## src/logic/ezcl_pkg.sv

```systemverilog
// Constants, types and offset decoding for the EEPROM zone configuration loader.
// Assumes 16-bit EEPROM words delivered one at a time by a separate serial reader.
package ezcl_pkg;

    localparam int unsigned CONT_BIT    = 15;
    localparam int unsigned OFF_MSB     = 14;
    localparam int unsigned OFF_LSB     = 8;
    localparam int unsigned FUNC_MSB    = 2;
    localparam int unsigned NUM_SLOTS   = 16;

    localparam logic [6:0] LCL_OFF_CTRL_B2   = 7'h02;

    localparam logic [6:0] ID_SEL_VENDOR_LO  = 7'h00;
    localparam logic [6:0] ID_SEL_VENDOR_HI  = 7'h01;
    localparam logic [6:0] ID_SEL_SSVID_LO   = 7'h02;
    localparam logic [6:0] ID_SEL_SSVID_HI   = 7'h03;

    localparam logic [6:0] CFG_VENDOR_LO     = 7'h00;
    localparam logic [6:0] CFG_VENDOR_HI     = 7'h01;
    localparam logic [6:0] CFG_PART_LO       = 7'h02;
    localparam logic [6:0] CFG_PART_HI       = 7'h03;
    localparam logic [6:0] CFG_STATUS_LO     = 7'h06;
    localparam logic [6:0] CFG_CLASS_LO      = 7'h09;
    localparam logic [6:0] CFG_CLASS_MID     = 7'h0A;
    localparam logic [6:0] CFG_CLASS_HI      = 7'h0B;
    localparam logic [6:0] CFG_HDR_TYPE      = 7'h0E;
    localparam logic [6:0] CFG_SSVID_LO      = 7'h2C;
    localparam logic [6:0] CFG_SSVID_HI      = 7'h2D;
    localparam logic [6:0] CFG_SUBSYS_LO     = 7'h2E;
    localparam logic [6:0] CFG_SUBSYS_HI     = 7'h2F;
    localparam logic [6:0] CFG_INT_PIN       = 7'h3D;
    localparam logic [6:0] CFG_PWR_LO        = 7'h42;
    localparam logic [6:0] CFG_PWR_HI        = 7'h43;

    localparam logic [7:0] STATUS_LO_MASK    = 8'h10;
    localparam logic [7:0] HDR_TYPE_MASK     = 8'h80;
    localparam logic [7:0] FULL_MASK         = 8'hFF;
    localparam logic [7:0] BYTE_RST          = 8'h00;
    localparam logic [2:0] FUNC_SERIAL       = 3'h0;
    localparam logic [2:0] FUNC_PARALLEL     = 3'h1;

    typedef enum logic [2:0] {
        ST_IDLE     = 3'b000,
        ST_LOCAL    = 3'b001,
        ST_IDENT    = 3'b010,
        ST_PCI_HDR  = 3'b011,
        ST_PCI_DATA = 3'b100,
        ST_DONE     = 3'b101
    } ezcl_state_e;

    // Config offset to storage slot; bit 4 set means the offset is stored.
    function automatic logic [4:0] cfg_slot(input logic [6:0] off);
        logic [4:0] s;
        s = 5'h00;
        unique case (off)
            CFG_VENDOR_LO: s = 5'h10;
            CFG_VENDOR_HI: s = 5'h11;
            CFG_PART_LO:   s = 5'h12;
            CFG_PART_HI:   s = 5'h13;
            CFG_STATUS_LO: s = 5'h14;
            CFG_CLASS_LO:  s = 5'h15;
            CFG_CLASS_MID: s = 5'h16;
            CFG_CLASS_HI:  s = 5'h17;
            CFG_HDR_TYPE:  s = 5'h18;
            CFG_SSVID_LO:  s = 5'h19;
            CFG_SSVID_HI:  s = 5'h1A;
            CFG_SUBSYS_LO: s = 5'h1B;
            CFG_SUBSYS_HI: s = 5'h1C;
            CFG_INT_PIN:   s = 5'h1D;
            CFG_PWR_LO:    s = 5'h1E;
            CFG_PWR_HI:    s = 5'h1F;
            default:       s = 5'h00;
        endcase
        return s;
    endfunction

    // Bits of a stored byte that the configuration zone may change.
    function automatic logic [7:0] cfg_wmask(input logic [6:0] off);
        logic [7:0] m;
        m = 8'h00;
        unique case (off)
            CFG_PART_LO, CFG_PART_HI, CFG_CLASS_LO, CFG_CLASS_MID, CFG_CLASS_HI,
            CFG_SUBSYS_LO, CFG_SUBSYS_HI, CFG_INT_PIN, CFG_PWR_LO, CFG_PWR_HI:
                m = FULL_MASK;
            CFG_STATUS_LO: m = STATUS_LO_MASK;
            CFG_HDR_TYPE:  m = HDR_TYPE_MASK;
            default:       m = 8'h00;
        endcase
        return m;
    endfunction

endpackage

```

## src/logic/ezcl_loader.sv

```systemverilog
// Zone loader: walks local, identification and PCI configuration zones word by word.
// Assumes an external reader presents EEPROM words with valid/ready and zone enables from the header.
`timescale 1ns/1ps

// Summary of operation
// Local zone bit 15 continues or leaves zone
// Local word: offset 14:8, byte value 7:0
// Local offset equals BAR-relative register offset
// Local offset 0x02 hits control bits 23:16
// Only writable local registers take EEPROM values
// Identification writes update both functions together
// Identification bit 15 continues or leaves zone
// Selector 0x00/0x01/0x02/0x03 picks identification byte
// Selectors above defined ones are reserved
// Config zone never writes vendor identifiers
// Config zone parsed as per-function groups
// Header bit 15 one starts group, zero ends
// Header bits 2:0 select function, rest zero
// Config word bit 15 continues current function
// Config word offset 14:8, byte 7:0
// Offset 0x3D is interrupt pin register
// Part code and class code bytes writable
// Subsystem and power capability bytes writable
// Only bit 7 of offset 0x0E writable
// Unlisted offsets or reserved functions ignored
// Strict order, one word at a time, done
module ezcl_loader
    import ezcl_pkg::*;
#(
    parameter logic [127:0] LCL_WR_MASK = 128'h0000_0000_0000_0000_0000_0000_0000_00FF
) (
    input  wire logic        clk,
    input  wire logic        rst,
    input  wire logic        start,
    input  wire logic        zone_local_en,
    input  wire logic        zone_ident_en,
    input  wire logic        zone_pci_en,
    input  wire logic        word_valid,
    input  wire logic [15:0] word_data,
    output logic             word_ready,
    output logic             busy,
    output logic             done,
    output logic             lcl_wr,
    output logic [6:0]       lcl_offset,
    output logic [7:0]       lcl_data,
    input  wire logic        rd_func,
    input  wire logic [6:0]  rd_offset,
    output logic [7:0]       rd_data
);

    typedef struct packed {
        ezcl_state_e              st;
        logic                     ident_en;
        logic                     pci_en;
        logic                     func;
        logic                     func_ok;
        logic                     done;
        logic                     lcl_wr;
        logic [6:0]               lcl_off;
        logic [7:0]               lcl_data;
        logic [7:0]               rd_data;
        logic [1:0][15:0][7:0]    cfg;
    } ezcl_regs_s;

    ezcl_regs_s q;
    ezcl_regs_s d;

    logic       acc;
    logic       cont;
    logic [6:0] off;
    logic [7:0] val;
    logic [4:0] slot;
    logic [7:0] wm;
    logic [4:0] rslot;

    assign cont = word_data[CONT_BIT];
    assign off  = word_data[OFF_MSB:OFF_LSB];
    assign val  = word_data[7:0];
    assign slot = cfg_slot(off);
    assign wm   = cfg_wmask(off);
    assign rslot = cfg_slot(rd_offset);

    // Ready only inside a zone; the next word is fetched after this one is applied
    assign word_ready = (q.st == ST_LOCAL) || (q.st == ST_IDENT) ||
                        (q.st == ST_PCI_HDR) || (q.st == ST_PCI_DATA);
    assign acc        = word_valid && word_ready;
    assign busy       = word_ready;
    assign done       = q.done;
    assign lcl_wr     = q.lcl_wr;
    assign lcl_offset = q.lcl_off;
    assign lcl_data   = q.lcl_data;
    assign rd_data    = q.rd_data;

    function automatic ezcl_state_e after_local(input logic id_en, input logic pc_en);
        if (id_en) begin
            return ST_IDENT;
        end else if (pc_en) begin
            return ST_PCI_HDR;
        end
        return ST_DONE;
    endfunction

    always_comb begin
        d = q;
        d.lcl_wr  = 1'b0;
        d.rd_data = rslot[4] ? q.cfg[rd_func][rslot[3:0]] : BYTE_RST;
        unique case (q.st)
            ST_IDLE, ST_DONE: begin
                if (start) begin
                    d.done     = 1'b0;
                    d.ident_en = zone_ident_en;
                    d.pci_en   = zone_pci_en;
                    d.func_ok  = 1'b0;
                    if (zone_local_en) begin
                        d.st = ST_LOCAL;
                    end else begin
                        d.st = after_local(zone_ident_en, zone_pci_en);
                    end
                    d.done = (d.st == ST_DONE);
                end
            end
            ST_LOCAL: begin
                if (acc) begin
                    // Offset passes through unchanged: same as BAR offset, e.g. 0x02
                    d.lcl_off  = off;
                    d.lcl_data = val;
                    d.lcl_wr   = LCL_WR_MASK[off];
                    if (!cont) begin
                        d.st   = after_local(q.ident_en, q.pci_en);
                        d.done = (d.st == ST_DONE);
                    end
                end
            end
            ST_IDENT: begin
                if (acc) begin
                    // Reserved selectors fall through untouched
                    for (int f = 0; f < 2; f++) begin
                        unique case (off)
                            ID_SEL_VENDOR_LO: d.cfg[f][4'h0] = val;
                            ID_SEL_VENDOR_HI: d.cfg[f][4'h1] = val;
                            ID_SEL_SSVID_LO:  d.cfg[f][4'h9] = val;
                            ID_SEL_SSVID_HI:  d.cfg[f][4'hA] = val;
                            default: ;
                        endcase
                    end
                    if (!cont) begin
                        d.st   = q.pci_en ? ST_PCI_HDR : ST_DONE;
                        d.done = !q.pci_en;
                    end
                end
            end
            ST_PCI_HDR: begin
                if (acc) begin
                    if (cont) begin
                        // Group opens; a reserved number silences it
                        d.st      = ST_PCI_DATA;
                        d.func    = word_data[0];
                        d.func_ok = (word_data[FUNC_MSB:0] == FUNC_SERIAL) ||
                                    (word_data[FUNC_MSB:0] == FUNC_PARALLEL);
                    end else begin
                        d.st   = ST_DONE;
                        d.done = 1'b1;
                    end
                end
            end
            ST_PCI_DATA: begin
                if (acc) begin
                    // Mask is zero for vendor and unlisted offsets
                    if (q.func_ok && slot[4]) begin
                        d.cfg[q.func][slot[3:0]] = (q.cfg[q.func][slot[3:0]] & ~wm) | (val & wm);
                    end
                    if (!cont) begin
                        d.st = ST_PCI_HDR;
                    end
                end
            end
            default: begin
                d.st = ST_IDLE;
            end
        endcase
    end

    always_ff @(posedge clk) begin
        if (rst) begin
            q          <= '0;
            q.st       <= ST_IDLE;
        end else begin
            q <= d;
        end
    end

    // Checks
    property p_lcl_write;
        @(posedge clk) disable iff (rst)
        (q.st == ST_LOCAL && acc && LCL_WR_MASK[off]) |=>
            (lcl_wr && lcl_offset == $past(off) && lcl_data == $past(val));
    endproperty
    a_lcl_write: assert property (p_lcl_write) else $error("local write missing");

    property p_lcl_protect;
        @(posedge clk) disable iff (rst)
        (q.st == ST_LOCAL && acc && !LCL_WR_MASK[off]) |=> !lcl_wr;
    endproperty
    a_lcl_protect: assert property (p_lcl_protect) else $error("protected local written");

    property p_lcl_ctrl;
        @(posedge clk) disable iff (rst)
        (q.st == ST_LOCAL && acc && off == LCL_OFF_CTRL_B2 && LCL_WR_MASK[off]) |=>
            (lcl_offset == LCL_OFF_CTRL_B2);
    endproperty
    a_lcl_ctrl: assert property (p_lcl_ctrl) else $error("control byte offset wrong");

    property p_lcl_leave;
        @(posedge clk) disable iff (rst)
        (q.st == ST_LOCAL && acc) |=> (q.st == ST_LOCAL) == $past(cont);
    endproperty
    a_lcl_leave: assert property (p_lcl_leave) else $error("local zone exit wrong");

    property p_ident_both;
        @(posedge clk) disable iff (rst)
        (q.st == ST_IDENT && acc && off == ID_SEL_VENDOR_HI) |=>
            (q.cfg[0][4'h1] == $past(val) && q.cfg[1][4'h1] == $past(val));
    endproperty
    a_ident_both: assert property (p_ident_both) else $error("ident not in both functions");

    property p_ident_cont;
        @(posedge clk) disable iff (rst)
        (q.st == ST_IDENT && acc && cont) |=> q.st == ST_IDENT;
    endproperty
    a_ident_cont: assert property (p_ident_cont) else $error("ident zone left early");

    property p_no_vendor;
        @(posedge clk) disable iff (rst)
        (q.st == ST_PCI_DATA && acc && (off == CFG_VENDOR_LO || off == CFG_VENDOR_HI)) |=>
            $stable(q.cfg[0][4'h0]) && $stable(q.cfg[0][4'h1]) &&
            $stable(q.cfg[1][4'h0]) && $stable(q.cfg[1][4'h1]);
    endproperty
    a_no_vendor: assert property (p_no_vendor) else $error("vendor written via config");

    property p_hdr_end;
        @(posedge clk) disable iff (rst)
        (q.st == ST_PCI_HDR && acc && !cont) |=> (done && !word_ready) [*2];
    endproperty
    a_hdr_end: assert property (p_hdr_end) else $error("config zone did not end");

    property p_data_last;
        @(posedge clk) disable iff (rst)
        (q.st == ST_PCI_DATA && acc && !cont) |=> q.st == ST_PCI_HDR;
    endproperty
    a_data_last: assert property (p_data_last) else $error("group did not close");

    property p_int_pin;
        @(posedge clk) disable iff (rst)
        (q.st == ST_PCI_DATA && acc && q.func_ok && off == CFG_INT_PIN) |=>
            q.cfg[$past(q.func)][4'hD] == $past(val);
    endproperty
    a_int_pin: assert property (p_int_pin) else $error("interrupt pin not written");

    property p_hdr_type;
        @(posedge clk) disable iff (rst)
        (q.st == ST_PCI_DATA && acc && q.func_ok && off == CFG_HDR_TYPE) |=>
            q.cfg[$past(q.func)][4'h8][6:0] == $past(q.cfg[q.func][4'h8][6:0]) &&
            q.cfg[$past(q.func)][4'h8][7] == $past(val[7]);
    endproperty
    a_hdr_type: assert property (p_hdr_type) else $error("header type mask wrong");

    property p_bad_func;
        @(posedge clk) disable iff (rst)
        (q.st == ST_PCI_DATA && acc && !q.func_ok) |=> $stable(q.cfg);
    endproperty
    a_bad_func: assert property (p_bad_func) else $error("reserved function written");

    property p_rd_unstored;
        @(posedge clk) disable iff (rst)
        !rslot[4] |=> rd_data == BYTE_RST;
    endproperty
    a_rd_unstored: assert property (p_rd_unstored) else $error("unstored offset reads nonzero");

    property p_ident_vendor_lo;
        @(posedge clk) disable iff (rst)
        (q.st == ST_IDENT && acc && off == ID_SEL_VENDOR_LO) |=>
            (q.cfg[0][4'h0] == $past(val) && q.cfg[1][4'h0] == $past(val));
    endproperty
    a_ident_vendor_lo: assert property (p_ident_vendor_lo) else $error("vendor low not shared");

    property p_ident_ssvid_lo;
        @(posedge clk) disable iff (rst)
        (q.st == ST_IDENT && acc && off == ID_SEL_SSVID_LO) |=>
            (q.cfg[0][4'h9] == $past(val) && q.cfg[1][4'h9] == $past(val));
    endproperty
    a_ident_ssvid_lo: assert property (p_ident_ssvid_lo) else $error("subsystem vendor low wrong");

    property p_ident_ssvid_hi;
        @(posedge clk) disable iff (rst)
        (q.st == ST_IDENT && acc && off == ID_SEL_SSVID_HI) |=>
            (q.cfg[0][4'hA] == $past(val) && q.cfg[1][4'hA] == $past(val));
    endproperty
    a_ident_ssvid_hi: assert property (p_ident_ssvid_hi) else $error("subsystem vendor high wrong");

    property p_ident_reserved;
        @(posedge clk) disable iff (rst)
        (q.st == ST_IDENT && acc && off > ID_SEL_SSVID_HI) |=> $stable(q.cfg);
    endproperty
    a_ident_reserved: assert property (p_ident_reserved) else $error("reserved selector wrote");

    property p_ident_exit;
        @(posedge clk) disable iff (rst)
        (q.st == ST_IDENT && acc && !cont) |=>
            ((q.st == ST_PCI_HDR) == $past(q.pci_en) && done == !$past(q.pci_en));
    endproperty
    a_ident_exit: assert property (p_ident_exit) else $error("ident zone exit wrong");

    property p_hdr_open;
        @(posedge clk) disable iff (rst)
        (q.st == ST_PCI_HDR && acc && cont) |=> (q.st == ST_PCI_DATA && q.func == $past(word_data[0]));
    endproperty
    a_hdr_open: assert property (p_hdr_open) else $error("group did not open");

    property p_func_sel;
        @(posedge clk) disable iff (rst)
        (q.st == ST_PCI_HDR && acc && cont) |=> q.func_ok == ($past(word_data[FUNC_MSB:0]) <= FUNC_PARALLEL);
    endproperty
    a_func_sel: assert property (p_func_sel) else $error("function number check wrong");

    property p_data_cont;
        @(posedge clk) disable iff (rst)
        (q.st == ST_PCI_DATA && acc && cont) |=> q.st == ST_PCI_DATA;
    endproperty
    a_data_cont: assert property (p_data_cont) else $error("group closed early");

    property p_part_lo;
        @(posedge clk) disable iff (rst)
        (q.st == ST_PCI_DATA && acc && q.func_ok && off == CFG_PART_LO) |=>
            q.cfg[$past(q.func)][4'h2] == $past(val);
    endproperty
    a_part_lo: assert property (p_part_lo) else $error("part code low not written");

    property p_class_hi;
        @(posedge clk) disable iff (rst)
        (q.st == ST_PCI_DATA && acc && q.func_ok && off == CFG_CLASS_HI) |=>
            q.cfg[$past(q.func)][4'h7] == $past(val);
    endproperty
    a_class_hi: assert property (p_class_hi) else $error("class code high not written");

    property p_subsys_hi;
        @(posedge clk) disable iff (rst)
        (q.st == ST_PCI_DATA && acc && q.func_ok && off == CFG_SUBSYS_HI) |=>
            q.cfg[$past(q.func)][4'hC] == $past(val);
    endproperty
    a_subsys_hi: assert property (p_subsys_hi) else $error("subsystem high not written");

    property p_pwr_hi;
        @(posedge clk) disable iff (rst)
        (q.st == ST_PCI_DATA && acc && q.func_ok && off == CFG_PWR_HI) |=>
            q.cfg[$past(q.func)][4'hF] == $past(val);
    endproperty
    a_pwr_hi: assert property (p_pwr_hi) else $error("power caps high not written");

    property p_other_func;
        @(posedge clk) disable iff (rst)
        (q.st == ST_PCI_DATA && acc) |=> ($past(q.func) ? $stable(q.cfg[0]) : $stable(q.cfg[1]));
    endproperty
    a_other_func: assert property (p_other_func) else $error("other function written");

    property p_done_quiet;
        @(posedge clk) disable iff (rst)
        done |-> !word_ready;
    endproperty
    a_done_quiet: assert property (p_done_quiet) else $error("words taken after done");

    property p_start_none;
        @(posedge clk) disable iff (rst)
        ((q.st == ST_IDLE || q.st == ST_DONE) && start && !zone_local_en && !zone_ident_en && !zone_pci_en)
            |=> done;
    endproperty
    a_start_none: assert property (p_start_none) else $error("empty load not done");

    c_local_to_ident: cover property (@(posedge clk) disable iff (rst)
        q.st == ST_LOCAL ##1 q.st == ST_IDENT);
    c_two_groups: cover property (@(posedge clk) disable iff (rst)
        q.st == ST_PCI_DATA ##1 q.st == ST_PCI_HDR ##1 q.st == ST_PCI_DATA);
    c_finish: cover property (@(posedge clk) disable iff (rst)
        q.st == ST_PCI_HDR ##1 q.st == ST_DONE);
    c_ident_to_cfg: cover property (@(posedge clk) disable iff (rst)
        q.st == ST_IDENT ##1 q.st == ST_PCI_HDR);
    c_reserved_group: cover property (@(posedge clk) disable iff (rst)
        q.st == ST_PCI_DATA && !q.func_ok && acc);

endmodule

```

## config.mk

```make
export PLATFORM = sky130hd
export DESIGN_NAME = ezcl_loader
export DESIGN_NICKNAME = d
export VERILOG_FILES = /design/src/logic/ezcl_pkg.sv /design/src/logic/ezcl_loader.sv
export SDC_FILE = /design/constraint.sdc
export NUM_CORES = 1
export LEC_CHECK = 0
export CORE_MARGIN = 2
export CORE_UTILIZATION = 45
export DETAILED_ROUTE_END_ITERATION = 8
export DONT_BUFFER_PORTS = 1
export GPL_TIMING_DRIVEN = 1
export SYNTH_ARGS = -nofsm -noshare
export SYNTH_HDL_FRONTEND = slang
export SYNTH_SLANG_ARGS = --single-unit
```

## constraint.sdc

```tcl
create_clock -name clk -period 6.15 [get_ports clk]
set_input_delay 0.615 -clock clk [delete_from_list [all_inputs] [get_ports clk]]
set_output_delay 0.615 -clock clk [all_outputs]
set_load 0.02 [all_outputs]
```

; ---- Word-level counts from Yosys, hierarchy flattened
; Memory sizes are Yosys's and may differ from the RTL's.
; Cells that the tools add are included.
[word_totals]
mem_bits_rw = 0
n_memories = 1
regBits = 288
latch_bits = 0
out_inout_bits = 27
romBits = 128
[classes]
n_shift = 0
addsub = 0
bitwise = 7
n_reduce_logical = 31
n_lt_le_gt_ge = 7
multipliers = 0
eq_ne = 53
n_div = 0
n_mux = 72
[memory_table]
columns = name, depth, width, rd, rd_clocked_by_memory_dff, wr, line
row1 = (no name shown), 128, 1, 1, 0, 0, ezcl_loader.sv:127  ; d.lcl_wr = LCL_WR_MASK[off];
[op_table]
columns = operator, count
row1 = $mux 128, 5
row2 = $mux 216, 2
row3 = $bwmux 256, 1
row4 = $pmux 5 s16, 2
row5 = $demux 128 s1, 1
row6 = $pmux 16 s2, 4
row7 = $eq 7x6->1 const B, 10
row8 = $bmux 8 s4, 2
row9 = $mux 3, 20
row10 = $eq 7x4->1 const B, 8
row11 = $mux 8, 7
row12 = $demux 8 s4, 1
row13 = $mux 16, 2
row14 = $eq 7x2->1 const B, 4
row15 = $eq 7x7->1 const B, 4
row16 = $pmux 8 s3, 1
row17 = $ne 2x2->1 const B, 10
row18 = $reduce_and 5->1, 4
row19 = $mux 1, 17
row20 = $mux 17, 1
row21 = $and 8x8->8, 2
row22 = $reduce_and 8->1, 2
row23 = $pmux 3 s5, 1
row24 = $eq 7x1->1 const B, 2
row25 = other kinds (30), 57

; ---- Logic depth before layout (Yosys ltp)
; Gate-level depths: netlist (run 1).
[logic_depth]
word_depth = 15
ltp_mapped = 12
mapped_depth_nobuf = 8

; ---- Least setup slack after synthesis (run 1)
; OpenSTA, ideal clock, no wires.
[synth_path]
path_kind = input to register
start = input rd_offset[4]
end = register q, in the netlist rd_data[2]
cell_stages = 10
arrival_time_ns = 2.920
required_ns = 6.024
slack_ns = 3.104
path_buffers = 4
cell_sequence = clkbuf_1 > nor3_1 > a32o_1 > a21oi_1 > buf_2 > buf_2 > buf_2 > mux4_2 > a22oi_1 > nand3_1
[synth_between]
elab_chain_len = 4
[synth_rtl]
columns = element, line
row1 = "start, declared", ezcl_loader.sv:47  ; input wire logic [6:0] rd_offset,
row2 = "$eq 7x7->1, or another cell as far along", ezcl_pkg.sv:55  ; unique case (off)
row3 = $pmux 5 s16 *, ezcl_pkg.sv:55
row4 = $bmux 8 s4 / $not 1->1 (equally long branches), --
row5 = $mux 8 (not written as such) / $reduce_or 2->1 (equally long branches), --
row6 = "end, declared", ezcl_loader.sv:65  ; ezcl_regs_s q;
; Mark *: on every way between the ends. The rest lies on a longest branch, timed or not. The select of a mux whose other input is x is not followed.
; A chain may end at the register's enable or synchronous reset.

; ---- Final worst setup path (run 1)
[layout_path]
start = register q[285] (netlist name)
end = register q[111] (netlist name)
[layout_between]
elab_chain_len = 6
[layout_rtl]
columns = element, line
row1 = $eq 3x1->1 / $eq 3x2->1 (equally long branches), --
row2 = $logic_or 1x1->1 (2 in a row), ezcl_loader.sv:84  ; assign word_ready = (q.st == ST_LOCAL) || (q.st == ST_IDENT) ||
row3 = $logic_or 1x1->1, ezcl_loader.sv:85  ; (q.st == ST_PCI_HDR) || (q.st == ST_PCI_DATA);
row4 = $logic_and 1x1->1, ezcl_loader.sv:86  ; assign acc = word_valid && word_ready;
row5 = $reduce_and 3->1 (no source line) *, --
; Mark *: on every way between the ends. The rest lies on a longest branch, timed or not.

==> impl_metrics.tcl, run 1 <==
set metrics [dict create \
    detail_route.drc_violations 0 \
    synth_nets 1618 \
    rsz_0062_raised_after_global_routing "false" \
    postRouteWirelength_um 47800 \
    clock_slew_at_the_register_clock_pins_of_the_worst_setup_and_hold_paths_ps 60 \
    worst-path-max-fanout 18 \
    post_cts.resized_instances 0 \
    worstPathRequired_ps 6550 \
    globalRoute.totalOverflow 0 \
    stdcell_count 1958 \
    pre_cts_slack_ps 2160 \
    postLayoutSetupSlackWorst_ps 2360 \
    total_global_routing_track_utilization 0.267 \
    initial_utilization 0.457 \
    reg2regPathDepth 7 \
    drt_first_pass_iters 6 \
    critical_path_most_common_cell "sky130_fd_sc_hd__nor2_1" \
    finalHoldViolCount 0 \
    min_delay_path_depth 1 \
    status "finished, final reports clean" \
    p_leak_nw 5.16 \
    vias_in_the_first_global_route 11700 \
    wire_per_inst_um 24.4 \
    layout_min_cycle_time_ps 3790 \
    critPathCaptureType "register" \
    insertedDiodeCount 0 \
    die-width_um 189 \
    r2r_setup_slack_ps 2360 \
    cts-root-to-sink-buffers 3 \
    max_freq_mhz 264 \
    layout.area.seq_um2 5770 \
    grt_start_max_net_pins 271 \
    worst_setup_path_start_kind "register" \
    critical_path.reg2reg.startpoint "q[285]$_SDFFE_PP0P_" \
    yosys_warnings 0 \
    tritoncts "built" \
    worstReg2RegEnd "q[111]$_SDFFE_PP0P_" \
    timing.hold.worst_endpoint "lcl_wr$_SDFF_PP0_" \
    dp.cells 1897 \
    clock_tree.htree_level_count 2 \
    drtIter0Drc 1298 \
    io-pin-count 58 \
    cts_setup_buffers 0 \
    worst_hold_startpoint "word_data[14]" \
    finalCritPeriodShare 0.616 \
    rows 67 \
    synth.ff_latch_count 288 \
    cts_buffers 34 \
    cp.arrival_ps 4190 \
    antenna_found_initial 1 \
    final.setup_skew_ps 25.6 \
    fillerInstances 3130 \
    cts_root_buffer "sky130_fd_sc_hd__clkbuf_16" \
    post_synth_inst_count 1587 \
    cts_hold_repair.buffers 0 \
    antenna_left 0 \
    irDropWorstVdd_uv 250 \
    synth_cell_type_count 97 \
    layout_utilization 0.487 \
    multi_input_combinational_cell_area_um2 8690 \
    reported_max_cap_violation_count 0 \
    critical_path.cell_chain "nor2_1 > nand4_1 > a21oi_2 > nand2_1 > nor3_2 > mux2i_1 > nor2_1" \
    post_synth_arst_share 0 \
    detailroute.via_count 12400 \
    finalSetupTns_ps 0 \
    setup_viol_count_final 0 \
    clk_latency_ps 540 \
    yosysSeqAreaShare 0.375 \
    cts_sinks 288 \
    number_of_buffer_cells_added_on_primary_ports 0 \
    synth-edff-count 0 \
    min_delay_worst_type "in2reg" \
    area_of_the_die_um2 35700 \
    area.growth.synth_to_final_pct 6.50 \
    placeableCoreArea_um2 33600 \
    drive_gt1_frac 0.179 \
    slew_limit_fails 0 \
    routabilityCongestion 0.952 \
    crit_type "reg2reg" \
    height_of_the_chip_um 189 \
    synth_area_per_cell_um2 9.69 \
    power_per_cell_area_nw_per_um2 273 \
    grt_first_pass_wirelength_um 73100 \
    viasPerCell 6.34 \
    post-dp-hpwl_um 32300 \
    slowest_stage "sky130_fd_sc_hd__nor3_2" \
    timing.max_slew.rel_slack 0.0920 \
    cp_slowest_stage_delay_ps 1130 \
    syn-cell-area_um2 15400 \
    synth_top_flop_cell "sky130_fd_sc_hd__dfxtp_1" \
    final_net_count 1516 \
    tightest_slew_ps 1350 \
]
## critical path: cells and delay by family, from the launching register on
family / cells / cell delay [ps]
AOI/OAI and AO/OA: 1 / 360
muxes: 1 / 280
DFF: 1 / 490
and+or+nand+nor: 5 / 2510
## synthesized netlist by cell type (4+ instances only)
cell / number / area, um^2
sky130_fd_sc_hd__a22o_1: 18 / 158
sky130_fd_sc_hd__mux2i_1: 112 / 1120
sky130_fd_sc_hd__a21oi_1: 77 / 385
sky130_fd_sc_hd__a221oi_1: 4 / 35.0
sky130_fd_sc_hd__a211oi_2: 42 / 526
sky130_fd_sc_hd__mux4_2: 73 / 1640
sky130_fd_sc_hd__dfxtp_1: 288 / 5770
sky130_fd_sc_hd__o21ai_1: 4 / 20.0
sky130_fd_sc_hd__nor2_4: 11 / 124
sky130_fd_sc_hd__clkbuf_1: 62 / 233
sky130_fd_sc_hd__inv_1: 15 / 56.3
sky130_fd_sc_hd__a21o_1: 9 / 67.6
sky130_fd_sc_hd__a221o_1: 4 / 40.0
sky130_fd_sc_hd__nand2b_1: 11 / 68.8
sky130_fd_sc_hd__nand3_1: 20 / 100
sky130_fd_sc_hd__o311a_1: 4 / 40.0
sky130_fd_sc_hd__nor3b_1: 6 / 45.0
sky130_fd_sc_hd__buf_4: 43 / 323
sky130_fd_sc_hd__a211oi_1: 81 / 608
sky130_fd_sc_hd__a22oi_1: 21 / 158
sky130_fd_sc_hd__a211o_1: 6 / 52.6
sky130_fd_sc_hd__or3_1: 5 / 31.3
sky130_fd_sc_hd__and2_1: 11 / 68.8
sky130_fd_sc_hd__nor2_1: 236 / 886
sky130_fd_sc_hd__or2_2: 5 / 31.3
sky130_fd_sc_hd__nor3_2: 5 / 50.1
sky130_fd_sc_hd__o22ai_1: 6 / 37.5
sky130_fd_sc_hd__nand3b_1: 7 / 52.6
sky130_fd_sc_hd__mux2_2: 17 / 191
sky130_fd_sc_hd__a31oi_1: 13 / 81.3
sky130_fd_sc_hd__o21ai_0: 57 / 285
sky130_fd_sc_hd__o211ai_1: 4 / 30.0
sky130_fd_sc_hd__nor4_1: 11 / 68.8
sky130_fd_sc_hd__buf_2: 42 / 210
sky130_fd_sc_hd__nor2b_1: 42 / 263
sky130_fd_sc_hd__and3_1: 4 / 25.0
sky130_fd_sc_hd__a311oi_1: 6 / 52.6
sky130_fd_sc_hd__nand2_1: 90 / 338
sky130_fd_sc_hd__a221oi_2: 4 / 60.1
sky130_fd_sc_hd__o221ai_1: 4 / 35.0
sky130_fd_sc_hd__buf_6: 9 / 101
sky130_fd_sc_hd__nor3_1: 20 / 100
## area by class of cell
class | instances | share of cell area
Clock buffer | 48 | 0.0594
Clock inverter | 13 | 0.0100
Inverter | 16 | 0.00367
Multi-Input combinational cell | 1124 | 0.531
Sequential cell | 288 | 0.352
Tap cell | 448 | 0.0342
Timing Repair Buffer | 21 | 0.00963
## state kept, by name (all words and copies together) (netlist names)
name and count:
lcl_wr 1, q 263, rd_data 8, lcl_offset 7, lcl_data 8, done 1
## cells in the final DEF (no fill, tap or decap), drive strengths merged, types with 8 or more instances in the layout
cell	synthesis	layout
a221oi	8	8
a211oi	125	125
a22o	18	18
clkbuf	63	48
clkinv	1	8
nand2	92	92
o22ai	8	8
nor3	26	26
nor2	248	248
a22oi	21	21
a31oi	13	13
nand2b	12	12
a21oi	80	80
nor2b	43	43
o21ai	62	62
inv	15	17
buf	96	21
mux2	17	17
nand3	20	20
mux4	73	73
nor4	12	12
and2	12	12
dfxtp	288	288
mux2i	112	112
a21o	9	9
## logic make-up after synthesis
group / count (synthesis) / share of synthesized area
buffers and inverters: 175 / 0.0618
multiplexers: 202 / 0.192
XOR/XNOR: 4 / 0.00228
flip-flops: 288 / 0.375
AO/OA/AOI/OAI: 409 / 0.206
AND/OR/NAND/NOR: 509 / 0.162
## per-stage QoR
stage	hold WS, ps	power [W]	cell area [um^2]
floorplan	437	0.00241	15400
global placement	458	0.00245	15200
finish	162	0.00447	16400
detailed placement	465	0.00246	15200
CTS	144	0.00449	16400
global route	143	0.00463	16400
## report_power, final
group / internal (W) / switching [W]
clock network: 0.00120 / 0.000845
registers: 0.00190 / 0.0000618
logic: 0.000152 / 0.000310
total: 0.00326 / 0.00122
## how the worst max path moves through the flow
stage / startpoint / to / cells after the start
2_1_floorplan: rd_offset[4] / rd_data[2]$_SDFF_PP0_ / 10
3_3_place_gp: word_data[10] / q[120]$_SDFFE_PP0P_ / 8
3_5_place_dp: word_data[10] / q[124]$_SDFFE_PP0P_ / 8
4_1_cts: q[285]$_SDFFE_PP0P_ / q[124]$_SDFFE_PP0P_ / 7
5_1_grt: q[285]$_SDFFE_PP0P_ / q[108]$_SDFFE_PP0P_ / 7
6_report: q[285]$_SDFFE_PP0P_ / q[111]$_SDFFE_PP0P_ / 7
## layer usage
metal / wire (um) / vias to the layer above / track usage
met4: 1640 / 2 / 0.0959
met3: 4210 / 113 / 0.0658
li1: - / 5648 / -
met1: 20400 / 6093 / 0.363
met2: 21600 / 561 / 0.412
met5: 8 / - / 0
Note: power is estimated with default switching activity, not from simulation.
==> run 2, diff against run 1 <==
--- a/config.mk
+++ b/config.mk
@@ -5,6 +5,7 @@
 export SDC_FILE = /design/constraint.sdc
 export NUM_CORES = 1
 export LEC_CHECK = 0
+export ABC_AREA = 1
 export CORE_MARGIN = 2
 export CORE_UTILIZATION = 45
 export DETAILED_ROUTE_END_ITERATION = 8
==> constraint.sdc (replaced) <==
create_clock -name clk -period 3.3 [get_ports clk]
set_input_delay 0.33 -clock clk [delete_from_list [all_inputs] [get_ports clk]]
set_output_delay 0.33 -clock clk [all_outputs]
set_load 0.02 [all_outputs]
==> impl_metrics.tcl, run 2 <==
set metrics [dict create \
    yosysSeqAreaShare 0.326 \
    number_of_buffer_cells_added_on_primary_ports 0 \
    worst_setup_path_start_kind "primary input" \
    timing.max_slew.rel_slack 0.251 \
    post-synth-top-area-cell "sky130_fd_sc_hd__dfxtp_1" \
    layout.cells.most_common "sky130_fd_sc_hd__nand2_1" \
    reported_max_cap_violation_count 0 \
    io-pin-count 58 \
    setup_viol_count_final 0 \
    synth_cell_type_count 40 \
    yosys_warnings 0 \
    synth.ff_latch_count 288 \
    postRouteWirelength_um 64200 \
    crit_type "in2reg" \
    critPathCaptureType "register" \
    grt_start_max_net_pins 257 \
    wire_per_inst_um 19.1 \
    area_of_the_die_um2 40900 \
    power.clock.fraction 0.364 \
    detail_route.drc_violations 0 \
    post-dp-hpwl_um 40900 \
    p_leak_nw 8.91 \
    final.setup_skew_ps 14.7 \
    rows 72 \
    tritoncts "built" \
    detailroute.via_count 18500 \
    synth_nets 2946 \
    worst-path-max-fanout 16 \
    post_synth_arst_share 0 \
    grt_first_pass_wirelength_um 96400 \
    tightest_slew_ps 1120 \
    layout_common_cells "729 x sky130_fd_sc_hd__nand2_1, 487 x sky130_fd_sc_hd__inv_1, 314 x sky130_fd_sc_hd__a21oi_1" \
    antenna_left 0 \
    flip_flop_count_of_the_largest_register_all_copies_and_words_added 263 \
    worstPathRequired_ps 3790 \
    synth_top_area_share 0.326 \
    yosys.cell_count.top_type "sky130_fd_sc_hd__nand2_1" \
    irDropWorstVdd_uv 557 \
    die-width_um 202 \
    whs_ps 74.7 \
    vias_in_the_first_global_route 16600 \
    power_per_cell_area_nw_per_um2 560 \
    area.growth.synth_to_final_pct 9.40 \
    critical_path.cell_chain "dlygate4sd3_1 > inv_2 > nand2_1 > nor2_4 > nand4_2 > nand3_4 > nor2_1 > nand3_1 > nand3_2 > inv_2 > nand2_4 > inv_2 > nand2_1 > a21oi_1 > o21ai_0 > inv_1" \
    antenna_found_initial 0 \
    total_global_routing_track_utilization 0.302 \
    height_of_the_chip_um 202 \
    initial_utilization 0.457 \
    cts_root_buffer "sky130_fd_sc_hd__clkbuf_16" \
    cp.arrival_ps 3720 \
    cts-root-to-sink-buffers 3 \
    syn-cell-area_um2 17700 \
    net-switching-power_w 0.00393 \
    finalHoldViolCount 0 \
    post_synth_inst_count 2915 \
    finalCritPeriodShare 0.978 \
    p_int_w 0.00691 \
    slowest_stage "sky130_fd_sc_hd__dlygate4sd3_1" \
    cts_setup_buffers 0 \
    routabilityCongestion 0.944 \
    synth_area_per_cell_um2 6.07 \
    drt_first_pass_iters 6 \
    cp_slowest_stage_delay_ps 550 \
    drive_gt1_frac 0.0600 \
    layout_min_cycle_time_ps 3230 \
    slew_limit_fails 0 \
    clk_latency_ps 550 \
    final_net_count 2858 \
    dp.cells 3285 \
    globalRoute.totalOverflow 0 \
    clock_slew_at_the_register_clock_pins_of_the_worst_setup_and_hold_paths_ps 60 \
    stdcell_count 3370 \
    rsz_0062_raised_after_global_routing "true" \
    synth.top_cells.by_area "sky130_fd_sc_hd__dfxtp_1 33%, sky130_fd_sc_hd__nand2_1 15%, sky130_fd_sc_hd__inv_1 10%, sky130_fd_sc_hd__a21oi_1 8.9%, sky130_fd_sc_hd__o211ai_1 5.2%" \
    status "finished, final reports clean" \
    insertedDiodeCount 0 \
    fillerInstances 4102 \
    regMostFlops "q" \
    viasPerCell 5.48 \
    synth-edff-count 0 \
    max_freq_mhz 310 \
    switch_share 0.363 \
    synthTopCellsByCount "729 x sky130_fd_sc_hd__nand2_1, 489 x sky130_fd_sc_hd__inv_1, 315 x sky130_fd_sc_hd__a21oi_1" \
    placeableCoreArea_um2 38700 \
    power.share.sequential 0.369 \
    clock_tree.htree_level_count 2 \
    drtIter0Drc 1882 \
    layout_utilization 0.500 \
    cts_buffers 35 \
    p_comb_frac 0.268 \
    min_delay_worst_type "in2reg" \
    synth_top_flop_cell "sky130_fd_sc_hd__dfxtp_1" \
    critical_path_most_common_cell "sky130_fd_sc_hd__inv_2" \
    cts_sinks 288 \
]
==> run 2: cell count changes after synthesis, moves of 42 or more <==
| cell | delta |
|---|---|
| sky130_fd_sc_hd__nand2_1 | +639 |
| sky130_fd_sc_hd__inv_1 | +474 |
| sky130_fd_sc_hd__a21oi_1 | +238 |
| sky130_fd_sc_hd__nand3_1 | +144 |
| sky130_fd_sc_hd__o21ai_1 | +131 |
| sky130_fd_sc_hd__o21ai_0 | +122 |
| sky130_fd_sc_hd__o211ai_1 | +118 |
| sky130_fd_sc_hd__mux2i_1 | -112 |
| sky130_fd_sc_hd__a211oi_1 | -80 |
| sky130_fd_sc_hd__mux4_2 | -73 |
| sky130_fd_sc_hd__a211oi_2 | -42 |
| sky130_fd_sc_hd__nor2b_1 | -42 |
==> run 2: cell families after synthesis <==
kind of cell           Yosys count  share of synthesized area
AO/OA/AOI/OAI                  768                      0.241
AND/OR/NAND/NOR               1154                      0.268
buffers and inverters          705                      0.165
flip-flops                     288                      0.326
==> run 2: metal layers <==
metal	up-vias	global-route usage	wire [um]
met5	-	0	0
met4	0	0.119	2540
met3	119	0.0592	5850
met2	816	0.472	28300
met1	8465	0.409	27600
li1	9073	-	-
==> run 2: cell type report <==
type                    count  area, um^2  share of cell area
multi-input cells        1926        9090               0.470
flip-flops and latches    288        5770               0.298
inverters                 499        1870              0.0968
clock buffers              49        1040              0.0538
repair buffers             77         816              0.0421
well taps                 518         648              0.0335
clock inverters            13         119             0.00614
==> run 2: final timing paths <==
kind	end	depth (start not counted)	slack, ps	startpoint
worst max register to register	q[254]$_SDFFE_PP0P_	11	280	q[282]$_SDFFE_PP0P_
worst min register to register	q[194]$_SDFFE_PP0P_	2	440	q[194]$_SDFFE_PP0P_
worst max-delay path	q[159]$_SDFFE_PP0P_	16	70	word_data[14]
worst min-delay path	lcl_data[1]$_SDFFE_PP0P_	2	70	word_data[1]
==> run 2: power by group through the flow <==
stage / sequential (W) / combinational (W) / clock [W]
final: 0.00400 / 0.00290 / 0.00395
after global routing: 0.00403 / 0.00317 / 0.00415
after CTS: 0.00399 / 0.00277 / 0.00400
after detailed placement: 0.00407 / 0.00269 / 0
after global placement: 0.00406 / 0.00267 / 0
after floorplan: 0.00397 / 0.00206 / 0
==> run 2: repair_timing <==
item	in CTS	in global routing
endpoints found under the setup margin	0	87
hold endpoints to repair	169	0
hold buffers	19	0
gates resized for setup	0	2
==> run 2: metrics by stage <==
step | setup slack [ps] | area, um^2 | setup TNS (ps) | power [W]
2_1_floorplan | 1120 | 17700 | 0 | 0.00603
3_3_place_gp | 255 | 17900 | 0 | 0.00673
3_5_place_dp | 147 | 17900 | 0 | 0.00675
4_1_cts | 153 | 19300 | 0 | 0.0108
5_1_grt | -124 | 19400 | -3760 | 0.0114
6_report | 71.2 | 19400 | 0 | 0.0108
==> run 2: worst max-delay path: cells and delay by family <==
kind	cells	cell delay, ps
AND/OR/NAND/NOR	9	1730
AO/OA/AOI/OAI	2	380
buffers and inverters	5	1260
